<file path="config.mk">
export PLATFORM = sky130hd
export DESIGN_NAME = viterbi_traceback_unit
export DESIGN_NICKNAME = d
export VERILOG_FILES = /design/src/logic/vtb_pkg.sv /design/src/logic/viterbi_traceback_unit.sv
export SDC_FILE = /design/constraint.sdc
export NUM_CORES = 1
export LEC_CHECK = 0
export ABC_AREA = 1
export BUFFER_PORTS_ARGS = -buffer_cell sky130_fd_sc_hd__buf_2
export CAP_MARGIN = 0
export CORE_AREA = 2 2 142 144
export CTS_CLUSTER_SIZE = 10
export DETAILED_ROUTE_END_ITERATION = 6
export DIE_AREA = 0 0 144 146
export HOLD_SLACK_MARGIN = 0.02
export PLACE_DENSITY_LB_ADDON = 0.2
export SLEW_MARGIN = 20
export SYNTH_ARGS = -nofsm -noshare
export SYNTH_HDL_FRONTEND = slang
export SYNTH_SLANG_ARGS = --single-unit
export TNS_END_PERCENT = 5
</file>
<file path="constraint.sdc">
create_clock -name mclk -period 6 [get_ports mclk]
set_input_delay 0.9 -clock mclk [delete_from_list [all_inputs] [get_ports mclk]]
set_output_delay 0.9 -clock mclk [all_outputs]
set_load 0.02 [all_outputs]
</file>
<file path="src/logic/vtb_pkg.sv">
// constants for the viterbi traceback unit
package vtb_pkg;
  // ---------------------------------------------
  // opcode words
  // ---------------------------------------------
  localparam logic [15:0] OP_CLEAR_LSW = 16'hE529;
  localparam logic [15:0] OP_TRACE_REG_LSW = 16'hE528;
  localparam logic [15:0] OP_TRACE_MEM_LSW = 16'hE20C;
  localparam logic [7:0] OP_TRACE_MEM_MSW = 8'h00;
  localparam logic [15:0] OP_TRACE_PLD_LSW = 16'hE2B0;
  localparam logic [7:0] OP_TRACE_PLD_MSW = 8'h01;
  localparam logic [15:0] OP_SETK_LSW = 16'hE6F2;
  localparam logic [12:0] OP_SETK_MSW = 13'h0120;
  // ---------------------------------------------
  // move-port register selects
  // ---------------------------------------------
  localparam logic [2:0] SEL_LOW = 3'h0;
  localparam logic [2:0] SEL_HIGH = 3'h1;
  localparam logic [2:0] SEL_STATE = 3'h2;
  localparam logic [2:0] SEL_DECODED = 3'h3;
  localparam logic [2:0] SEL_STATUS = 3'h4;
  // ---------------------------------------------
  // status fields and reset values
  // ---------------------------------------------
  localparam int K_LSB = 0;
  localparam int K_MSB = 2;
  localparam int OUTPUT_PACKING_BIT_BIT = 3;
  localparam int STATUS_W = 4;
  localparam logic [31:0] WORD_RESET = 32'h0000_0000;
  localparam logic [2:0] K_RESET = 3'h0;
  // ---------------------------------------------
  // output buffer shape
  // ---------------------------------------------
  localparam int FIFO_W = 32;
  localparam int FIFO_DEPTH = 16;
endpackage : vtb_pkg

</file>
<file path="src/logic/viterbi_traceback_unit.sv">
// viterbi traceback datapath with its result buffer
`timescale 1ns/1ps

// ---------------------------------------------
// result word buffer
// ---------------------------------------------
module tb_word_fifo #(
  parameter int W = 32,
  parameter int DEPTH = 16
) (
  input wire logic mclk,
  input wire logic reset,
  input wire logic in_valid,
  output logic in_ready,
  input wire logic [W-1:0] in_data,
  output logic out_valid,
  input wire logic out_ready,
  output logic [W-1:0] out_data
);
  localparam int AW = $clog2(DEPTH);
  // all storage of the buffer
  typedef struct packed {
    logic [DEPTH-1:0][W-1:0] mem; // entries
    logic [AW-1:0] wptr; // next write slot
    logic [AW-1:0] rptr; // oldest entry
    logic [AW:0] count; // entries held
  } fifo_type;
  fifo_type st_r;
  fifo_type st_nxt;
  logic push;
  logic pop;

  // honest flags straight from the count
  assign in_ready = st_r.count != (AW+1)'(DEPTH);
  assign out_valid = st_r.count != '0;
  assign out_data = st_r.mem[st_r.rptr];
  assign push = in_valid && in_ready;
  assign pop = out_valid && out_ready;

  // next state: write, read, count
  always_comb begin
    st_nxt = st_r;
    if (push) begin
      st_nxt.mem[st_r.wptr] = in_data;
      st_nxt.wptr = st_r.wptr + 1'b1;
    end
    if (pop) begin
      st_nxt.rptr = st_r.rptr + 1'b1;
    end
    // simultaneous push and pop keeps count
    if (push && !pop) begin
      st_nxt.count = st_r.count + 1'b1;
    end else if (pop && !push) begin
      st_nxt.count = st_r.count - 1'b1;
    end
  end

  // state register
  always_ff @(posedge mclk or posedge reset) begin
    if (reset) begin
      st_r <= '0;
    end else begin
      st_r <= st_nxt;
    end
  end

  // count never passes the depth, or a word would be overwritten
  fifo_bound_a: assert property (
    @(posedge mclk) disable iff (reset)
    st_r.count <= (AW+1)'(DEPTH))
    else $error("buffer count above depth");
endmodule : tb_word_fifo

// ---------------------------------------------
// traceback unit
// ---------------------------------------------
// Contract
// - clear op zeroes both transition registers
// - state 0 at bit 31, descending
// - state from low K-1 bits, rest cleared
// - pick low or high transition bit
// - new state is twice old plus bit
// - memory form writes bit, upper bits zero
// - register form updates decoded bits register
// - pack bit zero: shift left, bit 0
// - pack bit one: shift right, bit 31
// - parallel load also loads low transitions
// - every operation takes one cycle while the result buffer has room; a full buffer stalls every op
// - only set-K alters status flags, via the K field
// - set-K writes 3-bit immediate field
module viterbi_traceback_unit
  import vtb_pkg::*;
(
  input wire logic mclk,
  input wire logic reset,
  input wire logic op_valid,
  output logic op_ready,
  input wire logic [15:0] op_lsw,
  input wire logic [15:0] op_msw,
  input wire logic [31:0] op_mem_rdata,
  input wire logic mov_wr_en,
  input wire logic [2:0] mov_wr_sel,
  input wire logic [31:0] mov_wr_data,
  output logic mem_wr_valid,
  input wire logic mem_wr_ready,
  output logic [31:0] mem_wr_data,
  output logic [31:0] transition_bits_low,
  output logic [31:0] transition_bits_high,
  output logic [31:0] traceback_state_reg,
  output logic [31:0] decoded_bits_reg,
  output logic [STATUS_W-1:0] accel_status_reg
);
  // ---------------------------------------------
  // state
  // ---------------------------------------------
  typedef struct packed {
    logic [31:0] low; // transitions, states 0..31
    logic [31:0] high; // transitions, states 32..63
    logic [31:0] trace; // traceback state
    logic [31:0] decoded; // packed decoder output
    logic [2:0] k; // constraint length field
    logic output_packing_bit; // packing direction
  } unit_type;
  unit_type st_r;
  unit_type st_nxt;

  logic fire; // operation accepted
  logic is_clear; // clear-transition op
  logic is_treg; // register-output trace
  logic is_tmem; // memory-output trace
  logic is_tpld; // trace with parallel load
  logic is_setk; // set constraint length
  logic step; // any trace form
  logic [6:0] smask; // K-1 bit state mask
  logic [6:0] s; // current state
  logic [6:0] lo_lim; // 2^(K-2)
  logic [6:0] idx; // transition bit index
  logic dec_bit; // decoded bit
  logic [31:0] mask32; // K-1 bit mask, word wide
  logic [31:0] trace_nxt; // state after step
  logic fifo_in_ready; // buffer has room

  // ---------------------------------------------
  // decode
  // ---------------------------------------------
  // a full buffer stalls every op, which keeps
  // operations in order at the cost of some throughput
  assign op_ready = fifo_in_ready;
  assign fire = op_valid && op_ready;
  assign is_clear = op_lsw == OP_CLEAR_LSW;
  assign is_treg = op_lsw == OP_TRACE_REG_LSW;
  assign is_tmem = (op_lsw == OP_TRACE_MEM_LSW)
    && (op_msw[15:8] == OP_TRACE_MEM_MSW);
  assign is_tpld = (op_lsw == OP_TRACE_PLD_LSW)
    && (op_msw[15:8] == OP_TRACE_PLD_MSW);
  assign is_setk = (op_lsw == OP_SETK_LSW)
    && (op_msw[15:3] == OP_SETK_MSW);
  assign step = is_treg || is_tmem || is_tpld;

  // ---------------------------------------------
  // traceback step datapath
  // ---------------------------------------------
  // K below 3 is not meaningful; the shifts just wrap
  always_comb begin
    smask = (7'h01 << (st_r.k - 3'd1)) - 7'h01;
    s = st_r.trace[6:0] & smask;
    lo_lim = 7'h01 << (st_r.k - 3'd2);
    // descending bit order per register
    if (s < lo_lim) begin
      idx = lo_lim - 7'h01 - s;
      dec_bit = st_r.low[idx[4:0]];
    end else begin
      idx = (lo_lim << 1) - 7'h01 - s;
      dec_bit = st_r.high[idx[4:0]];
    end
    mask32 = (32'h0000_0001 << (st_r.k - 3'd1))
      - 32'h0000_0001;
    // upper bits fall to zero through the mask
    trace_nxt = {25'h000_0000, s[5:0], dec_bit}
      & mask32;
  end

  // ---------------------------------------------
  // next state
  // ---------------------------------------------
  // move port writes first; ops override the same cycle
  always_comb begin
    st_nxt = st_r;
    if (mov_wr_en) begin
      case (mov_wr_sel)
        SEL_LOW: st_nxt.low = mov_wr_data;
        SEL_HIGH: st_nxt.high = mov_wr_data;
        SEL_STATE: st_nxt.trace = mov_wr_data;
        SEL_DECODED: st_nxt.decoded = mov_wr_data;
        SEL_STATUS: begin
          st_nxt.k = mov_wr_data[K_MSB:K_LSB];
          st_nxt.output_packing_bit = mov_wr_data[OUTPUT_PACKING_BIT_BIT];
        end
        default: st_nxt = st_r; // unmapped select
      endcase
    end
    // every op completes in this one cycle
    if (fire) begin
      if (is_clear) begin
        st_nxt.low = WORD_RESET;
        st_nxt.high = WORD_RESET;
      end
      if (is_setk) begin
        st_nxt.k = op_msw[2:0];
      end
      if (step) begin
        // status fields stay untouched here
        st_nxt.trace = trace_nxt;
      end
      if (is_treg || is_tpld) begin
        if (!st_r.output_packing_bit) begin
          st_nxt.decoded = {st_r.decoded[30:0], dec_bit};
        end else begin
          st_nxt.decoded = {dec_bit, st_r.decoded[31:1]};
        end
      end
      // step above read the old low value
      if (is_tpld) begin
        st_nxt.low = op_mem_rdata;
      end
    end
  end

  // state register
  always_ff @(posedge mclk or posedge reset) begin
    if (reset) begin
      st_r <= '{WORD_RESET, WORD_RESET, WORD_RESET,
        WORD_RESET, K_RESET, 1'b0};
    end else begin
      st_r <= st_nxt;
    end
  end

  // ---------------------------------------------
  // memory result path
  // ---------------------------------------------
  tb_word_fifo #(
    .W(FIFO_W),
    .DEPTH(FIFO_DEPTH)
  ) u_fifo (
    .mclk(mclk),
    .reset(reset),
    .in_valid(op_valid && is_tmem),
    .in_ready(fifo_in_ready),
    .in_data({31'h0000_0000, dec_bit}),
    .out_valid(mem_wr_valid),
    .out_ready(mem_wr_ready),
    .out_data(mem_wr_data)
  );

  // register views
  assign transition_bits_low = st_r.low;
  assign transition_bits_high = st_r.high;
  assign traceback_state_reg = st_r.trace;
  assign decoded_bits_reg = st_r.decoded;
  assign accel_status_reg = {st_r.output_packing_bit, st_r.k};

  // ---------------------------------------------
  // checks
  // ---------------------------------------------
  clear_zero_a: assert property (
    @(posedge mclk) disable iff (reset)
    fire && is_clear && !mov_wr_en |=> st_r.low == 0 && st_r.high == 0)
    else $error("clear left transitions nonzero");

  low_pick_a: assert property (
    @(posedge mclk) disable iff (reset)
    fire && step && st_r.k == 3'd7 && st_r.trace[5:0] < 6'd32
    |-> dec_bit == st_r.low[5'd31 - st_r.trace[4:0]])
    else $error("wrong low transition bit");

  high_pick_a: assert property (
    @(posedge mclk) disable iff (reset)
    fire && step && st_r.k == 3'd7 && st_r.trace[5:0] >= 6'd32
    |-> dec_bit == st_r.high[5'd31 - st_r.trace[4:0]])
    else $error("wrong high transition bit");

  state_step_a: assert property (
    @(posedge mclk) disable iff (reset)
    fire && step && !mov_wr_en && st_r.k == 3'd4
    |=> st_r.trace == {29'h0, $past(st_r.trace[1:0]), $past(dec_bit)})
    else $error("state update wrong");

  upper_clear_a: assert property (
    @(posedge mclk) disable iff (reset)
    fire && step && !mov_wr_en && st_r.k == 3'd5
    |=> st_r.trace[31:4] == 28'h0)
    else $error("state upper bits kept");

  mem_word_a: assert property (
    @(posedge mclk) disable iff (reset)
    mem_wr_valid |-> mem_wr_data[31:1] == 31'h0)
    else $error("memory word upper bits set");

  pack_left_a: assert property (
    @(posedge mclk) disable iff (reset)
    fire && is_treg && !st_r.output_packing_bit && !mov_wr_en
    |=> st_r.decoded == {$past(st_r.decoded[30:0]), $past(dec_bit)})
    else $error("left packing wrong");

  pack_right_a: assert property (
    @(posedge mclk) disable iff (reset)
    fire && is_treg && st_r.output_packing_bit && !mov_wr_en
    |=> st_r.decoded == {$past(dec_bit), $past(st_r.decoded[31:1])})
    else $error("right packing wrong");

  par_load_a: assert property (
    @(posedge mclk) disable iff (reset)
    fire && is_tpld |=> st_r.low == $past(op_mem_rdata)
      && st_r.decoded == ($past(st_r.output_packing_bit)
        ? {$past(dec_bit), $past(st_r.decoded[31:1])}
        : {$past(st_r.decoded[30:0]), $past(dec_bit)}))
    else $error("parallel load wrong");

  status_keep_a: assert property (
    @(posedge mclk) disable iff (reset)
    fire && (step || is_clear) && !mov_wr_en |=> $stable(accel_status_reg))
    else $error("status changed by op");

  setk_field_a: assert property (
    @(posedge mclk) disable iff (reset)
    fire && is_setk && !mov_wr_en |=> st_r.k == $past(op_msw[2:0]))
    else $error("constraint length not written");

  // an idle buffer shows the word one cycle after the op
  word_next_a: assert property (
    @(posedge mclk) disable iff (reset)
    fire && is_tmem && !mem_wr_valid
    |=> mem_wr_valid && mem_wr_data == {31'h0000_0000, $past(dec_bit)})
    else $error("memory word late or wrong");

  // register forms never reach the memory side
  reg_no_mem_a: assert property (
    @(posedge mclk) disable iff (reset)
    fire && (is_treg || is_tpld) && !mem_wr_valid
    |=> !mem_wr_valid)
    else $error("register form wrote memory");
endmodule : viterbi_traceback_unit

</file>
Yosys cells after proc, flatten, opt, wreduce, memory -nomap -nowiden

Index checks and enable logic that the tools add are counted.

Flip-flop bits (word level): 657
Input bits: 104
Output and inout port bits: 166
Logic and storage cells: 105

Add/subtract/negate cells: 12
Order comparisons: 6
Eq/ne operators: 12
Shift operators: 3
Multiplexer cells: 25
Bitwise logic cells: 2
Reductions and logical operators: 20

Operator list:

| kind                                                 | number |
|---|---|
| bitwise mux 512 bit                                  | 1 |
| 2-to-1 mux 32 bit                                    | 10 |
| 2-to-1 mux 132 bit                                   | 1 |
| 2-to-1 mux 131 bit                                   | 1 |
| binary-select mux 32 bit (select 4 bit)              | 1 |
| demux 32 bit (select 4 bit)                          | 1 |
| equality test 16 bit, second input constant          | 5 |
| 2-to-1 mux 64 bit                                    | 1 |
| bitwise AND 7 x 32 -> 32 bit                         | 1 |
| left shift 1 x 3 -> 32 bit, first input constant     | 1 |
| subtractor 32 x 1 -> 32 bit, second input constant   | 1 |
| subtractor 5 x 1 -> 5 bit, second input constant     | 3 |
| left shift 1 x 3 -> 7 bit, first input constant      | 2 |
| equality test 13 x 9 -> 1 bit, second input constant | 1 |
| < comparator 5 x 6 -> 1 bit, second input constant   | 2 |
| binary-select mux 1 bit (select 5 bit)               | 2 |
| logical AND 1 bit                                    | 10 |
| < comparator 4 x 5 -> 1 bit, second input constant   | 2 |
| 2-to-1 mux 5 bit                                     | 2 |
| subtractor 5 bit                                     | 2 |
| adder 4 x 1 -> 4 bit, second input constant          | 2 |
| equality test 8 x 1 -> 1 bit, second input constant  | 1 |
| zero test 8 bit                                      | 1 |
| bitwise AND 7 bit                                    | 1 |
| other kinds (19)                                     | 25 |

Longest topological paths before layout

Gate-level depths: netlist (run 1).

Depth in word-level cells: 11
Gate-level depth with buffers: 22
Depth with buffers taken out: 21

Cells and area by module

A second synthesis (run 1) with hierarchy kept.

Cell total of the unflattened synthesis: 5029
Area, all modules: 36044.6 µm²

By module, submodules not included:

| module                 | instances | cells each | area each (µm²) |
|---|---|---|---|
| tb_word_fifo           | 1         | 3946       | 27995.6 |
| viterbi_traceback_unit | 1         | 1083       | 8049.0 |

Least setup slack after synthesis (run 1)

No wires, ideal clock.

Path type: register to register
Start: reg st_r (netlist bit accel_status_reg[2])
End: reg u_fifo.st_r[13] (netlist bit)
Library setup time: 0.119 ns
Arrival: 3.135 ns
Data required time: 5.881 ns
Path slack: 2.746 ns
Cell stages (with the launch flop): 22
Clock period less this slack: 3.254 ns
Path through: dfrtp_1 > inv_2 > nand3_4 > buf_6 > ha_1 > xor2_1 > nor2_1 > inv_1 > ha_1 > xnor2_1 > inv_1 > nor2_1 > o21ai_0 > nand2_1 > nand2_1 > nand2_1 > nand2_1 > nand3_2 > nand2_4 > buf_12 > nor2_2 > a21oi_2

Longest elaborated chain between the ends: 9
Elaborated cells between the ends (all ways): 17
Those cells by class: add/sub: 7; order compare: 1; shift: 2; mux: 6; bitwise: 1

RTL lines:

| what                                                             | line                                                         | RTL |
|---|---|---|
| from (decl)                                                      | viterbi_traceback_unit.sv:124                                | `unit_type st_r;` |
| from (signal assigned)                                           | viterbi_traceback_unit.sv:232                                | `st_r <= '{WORD_RESET, WORD_RESET, WORD_RESET,` |
| from (signal assigned)                                           | viterbi_traceback_unit.sv:235                                | `st_r <= st_nxt;` |
| subtractor 3 x 1 -> 3 bit                                        | viterbi_traceback_unit.sv:165                                | `smask = (7'h01 << (st_r.k - 3'd1)) - 7'h01;` |
| left shift 1 x 3 -> 7 bit                                        | viterbi_traceback_unit.sv:165                                |  |
| subtractor 7 x 1 -> 7 bit                                        | viterbi_traceback_unit.sv:165                                |  |
| bitwise AND 7 bit                                                | viterbi_traceback_unit.sv:166                                | `s = st_r.trace[6:0] & smask;` |
| subtractor 5 bit, on equally long branches                       | viterbi_traceback_unit.sv:173, viterbi_traceback_unit.sv:170 |  |
| binary-select mux 1 bit (select 5 bit), on equally long branches | viterbi_traceback_unit.sv:174, viterbi_traceback_unit.sv:171 |  |
| 2-to-1 mux 1 bit, on equally long branches                       | viterbi_traceback_unit.sv:174, viterbi_traceback_unit.sv:171 |  |
| 2-to-1 mux 1 bit (*)                                             | viterbi_traceback_unit.sv:169                                | `if (s < lo_lim) begin` |
| bitwise mux 512 bit (*)                                          | viterbi_traceback_unit.sv:44                                 | `st_nxt.mem[st_r.wptr] = in_data;` |
| to (signal assigned)                                             | viterbi_traceback_unit.sv:63                                 | `st_r <= st_nxt;` |
| to (decl)                                                        | viterbi_traceback_unit.sv:28                                 | `fifo_type st_r;` |

Every way passes the cells marked *; elsewhere a longest branch is shown, timed or not. The select of a mux whose other input is x is not followed.
A chain may end at the register's enable or synchronous reset.

Worst setup path after layout (run 1)

Start: reg st_r (netlist bit accel_status_reg[2])
End: reg u_fifo.st_r[109] (netlist bit)

The elaborated chain is that of the path after synthesis.

==> results of run 1 <==
==> stage by stage <==
stage	util	cells
6_report	0.608	1851
3_3_place_gp	0.575	1817
5_1_grt	0.607	1850
4_1_cts	0.607	1849
2_1_floorplan	-	1416
3_5_place_dp	0.575	1817
==> worst max-delay path: stages (launching register included) <==
cell	delay [ps]
dfrtp_1	460
inv_2	170
nand3_4	250
ha_1	370
xor2_1	210
nor2_1	260
inv_1	110
ha_1	310
xnor2_1	370
inv_1	180
a21oi_1	160
o21ai_0	100
nand2_1	90
nand3_1	120
nand3_2	120
nand2_4	190
nor2_1	170
a21oi_1	60
==> layout make-up <==
class | instances | area share
multi-input cells | 1017 | 0.428
flip-flops and latches | 161 | 0.343
repair buffers | 248 | 0.108
clock buffers | 23 | 0.0407
inverters | 126 | 0.0407
well taps | 265 | 0.0282
clock inverters | 9 | 0.0110
diodes | 2 | 0.000426
==> metal layers <==
metal / GRT usage / up-vias / share of wire
met5: 0 / - / 0.00024
met4: 0.172 / 2 / 0.055
met3: 0.0668 / 104 / 0.085
met2: 0.482 / 488 / 0.46
met1: 0.409 / 4859 / 0.40
li1: - / 4882 / -
==> logic make-up (layout without fill, tap and decap cells) <==
kind of cell | count (synthesis) | in the layout | synth area share
simple gates | 704 | 704 | 0.307
other cells | 1 | 33 | 0.000375
xor+xnor | 12 | 12 | 0.0105
buf+inv | 238 | 406 | 0.108
mux | 7 | 7 | 0.00738
fa+ha+maj | 27 | 27 | 0.0360
flops | 161 | 161 | 0.403
compound gates | 236 | 236 | 0.128
==> how the worst min path moves through the flow <==
stage | endpoint | start | slack, ps | depth (start not counted)
6_report | u_fifo.st_r[4]$_DFFE_PP0P_ | u_fifo.st_r[4]$_DFFE_PP0P_ | 490 | 1
5_1_grt | u_fifo.st_r[4]$_DFFE_PP0P_ | u_fifo.st_r[4]$_DFFE_PP0P_ | 510 | 1
4_1_cts | u_fifo.st_r[4]$_DFFE_PP0P_ | u_fifo.st_r[4]$_DFFE_PP0P_ | 490 | 1
3_5_place_dp | u_fifo.st_r[4]$_DFFE_PP0P_ | u_fifo.st_r[4]$_DFFE_PP0P_ | 480 | 1
3_3_place_gp | u_fifo.st_r[4]$_DFFE_PP0P_ | u_fifo.st_r[4]$_DFFE_PP0P_ | 480 | 1
2_1_floorplan | u_fifo.st_r[493]$_DFFE_PP0P_ | u_fifo.st_r[493]$_DFFE_PP0P_ | 440 | 2
==> cells in the final DEF, fill, tap and decap left out, types with 4 or more instances in the layout <==
master,count
a21oi_1,93
a21oi_2,8
a31oi_1,32
buf_2,238
buf_4,10
clkbuf_16,17
conb_1,31
dfrtp_1,161
ha_1,24
inv_1,118
inv_2,5
mux2i_1,4
nand2_1,400
nand3_1,114
nand3_2,4
nand4_1,64
nor2_1,83
nor2_2,9
nor3_1,13
o211ai_1,5
o21ai_0,91
xor2_1,9
==> power by group <==
group	internal, mW	switching (mW)
Sequential	1.25	0.191
Clock	0.688	0.445
Combinational	0.497	1.06
Total	2.44	1.70
==> results.json, run 1 <==
{
  "worst_setup_path_end_kind": "flop",
  "finalNetCount": 1702,
  "synth_top_cell_area_share": 0.403,
  "core_sq_um": 19300,
  "clkLatencyLatePin_ps": 430,
  "multi_input_area_sq_um": 5030,
  "synthTopCellsByCount": "nand2_1, dfrtp_1, inv_1, nand3_1, a21oi_1",
  "cp-startpoint": "accel_status_reg[2]$_DFF_PP0_",
  "place_area_sq_um": 11100,
  "dieArea_sq_um": 21000,
  "synth_ff_type": "dfrtp_1",
  "hold_viol": 0,
  "hpwl_mm": 24.8,
  "drc": 0,
  "dieWidth_um": 144,
  "cap_violations": 0,
  "worstMarginPinSlew_ps": 1020,
  "root_buffer": "clkbuf_16",
  "stdcell_area_sq_um": 11700,
  "synthCells": 1386,
  "post_drt_wl_per_cell_um": 18.0,
  "total_power_mw": 4.14,
  "antenna_found_initial": 3,
  "n_fill_cell": 1845,
  "grt_max_degree": 106,
  "start_util": 0.517,
  "h-tree-depth": 4,
  "preCtsSetupSlack_ps": 2270,
  "crit_fanout": 21,
  "ctsHoldBuffers": 0,
  "cts_tree": "done",
  "boundaryPins": 270,
  "avgSynthCellArea_sq_um": 7.22,
  "crit_path_end": "u_fifo.st_r[109]$_DFFE_PP0P_",
  "setup_viol": 0,
  "worstSetupStartpointType": "flop",
  "place.gp.congestion": 1.00,
  "rr_endpoint": "u_fifo.st_r[109]$_DFFE_PP0P_",
  "syn_area_sq_um": 10000,
  "die_height_um": 146,
  "setup_ws_ps": 2170,
  "cts_resized": 0,
  "row_count": 51,
  "reg2reg_depth": 17,
  "worstPathArrival_ps": 4140,
  "clk_pin_slew_worst_paths_ps": 60,
  "io_buffer_count": 238,
  "drt_pre_antenna_iters": 6,
  "clockBufferDepth": 2,
  "tns_ps": 0,
  "fmax_mhz": 261,
  "powerDensity_nw_per_um2": 352,
  "slew_headroom": 0.322,
  "overflow": 0,
  "hp-class": "flop to flop",
  "numCtsBuffers": 17,
  "ys_ff_latch": 161,
  "synth.area.top_cells": "dfrtp_1, nand2_1, nand3_1",
  "synth.lib_cells_used.distinct": 45,
  "timing.rr.start": "accel_status_reg[2]$_DFF_PP0_",
  "grt_pass1_wl_mm": 50.9,
  "synth_edf_count": 0,
  "maxSlewViolCount": 0,
  "drt-initial-drc-count": 1028,
  "fin_skew_ps": 11.5,
  "cts.sinks": 161,
  "post-route-period-util": 0.638,
  "vias_per_cell": 5.58,
  "hold_ws_ps": 492,
  "grt_pass1_vias": 9377,
  "postCtsSetupRepairBufs": 0,
  "synth_largest_area_cell": "dfrtp_1",
  "status": "finished, final reports clean",
  "crit_required_ps": 6310,
  "leakage_nw": 6.19,
  "grt_setup_unrepaired": "no",
  "ir_worst_vdd_mv": 0.235,
  "area_delta_synth_final_pct": 17.5,
  "yosysSeqAreaShare": 0.403,
  "path_class": "flop to flop",
  "reg2reg_setup_slack_ps": 2170,
  "min_period_ps": 3830,
  "ant_nets": 0,
  "drt_wl_total_mm": 33.2,
  "synth.most_common_cell": "nand2_1",
  "async_flop_share": 1.00,
  "ys_warn_count": 0,
  "via_count": 10335,
  "final_layout_size_suffix_gt1_frac": 0.202,
  "grt.total_usage": 0.313,
  "seq_area_sq_um": 4030
}
No activity file was read; power rests on OpenSTA's default activity.
==> run 2: changes to the inputs <==
--- a/config.mk
+++ b/config.mk
@@ -8,10 +8,10 @@
 export ABC_AREA = 1
 export BUFFER_PORTS_ARGS = -buffer_cell sky130_fd_sc_hd__buf_2
 export CAP_MARGIN = 0
-export CORE_AREA = 2 2 142 144
+export CORE_AREA = 2 2 146 148
 export CTS_CLUSTER_SIZE = 10
 export DETAILED_ROUTE_END_ITERATION = 6
-export DIE_AREA = 0 0 144 146
+export DIE_AREA = 0 0 148 150
 export HOLD_SLACK_MARGIN = 0.02
 export PLACE_DENSITY_LB_ADDON = 0.2
 export SLEW_MARGIN = 20
==> constraint.sdc (replaced) <==
create_clock -name mclk -period 3.5 [get_ports mclk]
set_input_delay 0.525 -clock mclk [delete_from_list [all_inputs] [get_ports mclk]]
set_output_delay 0.525 -clock mclk [all_outputs]
set_load 0.02 [all_outputs]
==> results.json, run 2 (synthesis gave the netlist of run 1 again) <==
{
  "drt_wl_total_mm": 34.0,
  "slowest_stage": "fa_2",
  "die_height_um": 150,
  "boundaryPins": 270,
  "clkLatencyLatePin_ps": 430,
  "hold_viol": 0,
  "row_count": 53,
  "reg2reg_setup_slack_ps": 270,
  "path_class": "flop to flop",
  "grt_setup_unrepaired": "no",
  "via_count": 10292,
  "dieWidth_um": 148,
  "core_sq_um": 20700,
  "antenna_cells": 0,
  "ir_worst_vdd_mv": 0.448,
  "crit_fanout": 19,
  "maxSlewViolCount": 0,
  "critPathMaxStageDelay_ps": 690,
  "worstPathArrival_ps": 3580,
  "layout_commonest_cell": "nand2_1",
  "tns_ps": 0,
  "root_buffer": "clkbuf_16",
  "cp_num_buf_inv": 3,
  "vias_per_cell": 5.49,
  "worst_setup_path_end_kind": "flop",
  "slew_headroom": 0.319,
  "path_cells": "inv_2 > nor2_1 > nand2_1 > ha_1 > inv_1 > nand2_1 > fa_2 > inv_1 > nand3_1 > a21oi_1 > o21ai_0 > nand2_1 > nand3_1 > nand3_2 > nand2_8 > nand2_1 > a21oi_1",
  "hp-class": "primary input to async pin",
  "h-tree-depth": 4,
  "post-route-period-util": 0.922,
  "area_delta_synth_final_pct": 19.0,
  "crit_required_ps": 3850,
  "ctsHoldBuffers": 0,
  "drt_pre_antenna_iters": 5,
  "cts.sinks": 161,
  "final_layout_size_suffix_gt1_frac": 0.214,
  "min_period_ps": 3230,
  "numCtsBuffers": 17,
  "dp_cells": 1844,
  "postCtsSetupRepairBufs": 0,
  "worstMarginPinSlew_ps": 1020,
  "hpwl_mm": 25.0,
  "fin_skew_ps": 9.34,
  "path_common_cell": "nand2_1",
  "grt_max_degree": 162,
  "stdcell_area_sq_um": 11900,
  "clk_pin_slew_worst_paths_ps": 70,
  "ant_nets": 0,
  "finalNetCount": 1719,
  "grt_pass1_wl_mm": 51.1,
  "fmax_mhz": 310,
  "crit_family": "simple AND/OR/NAND/NOR gates",
  "grt.total_usage": 0.299,
  "io_buffer_count": 238,
  "start_util": 0.483,
  "worstSetupStartpointType": "flop",
  "cap_violations": 0,
  "drt-initial-drc-count": 955,
  "cts_tree": "done",
  "place_area_sq_um": 11300,
  "overflow": 0,
  "post_drt_wl_per_cell_um": 18.1,
  "most-common-layout-cells": "nand2_1, buf_2, dfrtp_1, inv_1, nand3_1",
  "finalNonFillerCells": 1876,
  "drc": 0,
  "leakage_nw": 6.27,
  "place.gp.congestion": 0.959,
  "dieArea_sq_um": 22200,
  "grt_pass1_vias": 9112,
  "clockBufferDepth": 2,
  "setup_viol": 0,
  "antenna_found_initial": 1,
  "hold_ws_ps": 295,
  "status": "finished, final reports clean",
  "powerDensity_nw_per_um2": 599
}
[run 2: cell type report]
type                            count  area, sq um
Clock buffer                       18          439
Clock inverter                     14          156
Fill cell                        1995         8790
Inverter                          126          477
Multi-Input combinational cell   1017         5040
Sequential cell                   161         4030
Tap cell                          275          344
Timing Repair Buffer              265         1410
[run 2: per-stage QoR]
stage,setup slack [ps],utilization,total power [mW]
6_report,271,0.575,7.12
5_1_grt,13.1,0.575,7.53
4_1_cts,18.1,0.574,7.06
3_5_place_dp,30.2,0.545,5.16
3_3_place_gp,70.7,0.545,5.12
2_1_floorplan,246,-,4.40
[run 2: report_power, final]
part           switching, mW  total (mW)  internal [mW]
combinational           1.86        2.77          0.910
sequential             0.296        2.44           2.15
clock                  0.828        1.91           1.08
total                   2.98        7.12           4.14
[run 2: path summary, 6_finish.rpt]
path                                          startpoint                            endpoint  cells past startpoint
setup / recovery           accel_status_reg[1]$_DFF_PP0_       decoded_bits_reg[0]$_DFF_PP0_                     17
min in group mclk                       op_mem_rdata[26]   transition_bits_low[26]$_DFF_PP0_                      3
hold / removal                                     reset  transition_bits_high[23]$_DFF_PP0_                      3
setup reg to reg           accel_status_reg[1]$_DFF_PP0_       decoded_bits_reg[0]$_DFF_PP0_                     17
hold reg to reg             u_fifo.st_r[493]$_DFFE_PP0P_        u_fifo.st_r[493]$_DFFE_PP0P_                      2
max in group asynchronous                          reset          u_fifo.st_r[8]$_DFFE_PP0P_                      3
[run 2: worst register-to-register path: cells and delay by family (launching register included)]
kind | cells | cell delay [ps]
AND/OR/NAND/NOR | 9 | 1040
buffers and inverters | 3 | 330
adder cells (fa/ha/maj) | 2 | 950
flip-flops | 1 | 450
AO/OA/AOI/OAI | 3 | 410
[run 2: what timing repair did]
action,in CTS,in global routing
gates resized for setup,0,5
endpoints found under the hold margin,0,0
setup endpoints to repair,0,19
[run 2: per-layer routing]
| layer | up-vias | global-route usage | wire, um |
|---|---|---|---|
| li1 | 4913 | - | - |
| met1 | 4817 | 0.410 | 14200 |
| met2 | 474 | 0.465 | 15700 |
| met3 | 88 | 0.0491 | 2490 |
| met4 | 0 | 0.144 | 1570 |
| met5 | - | 0 | 0 |
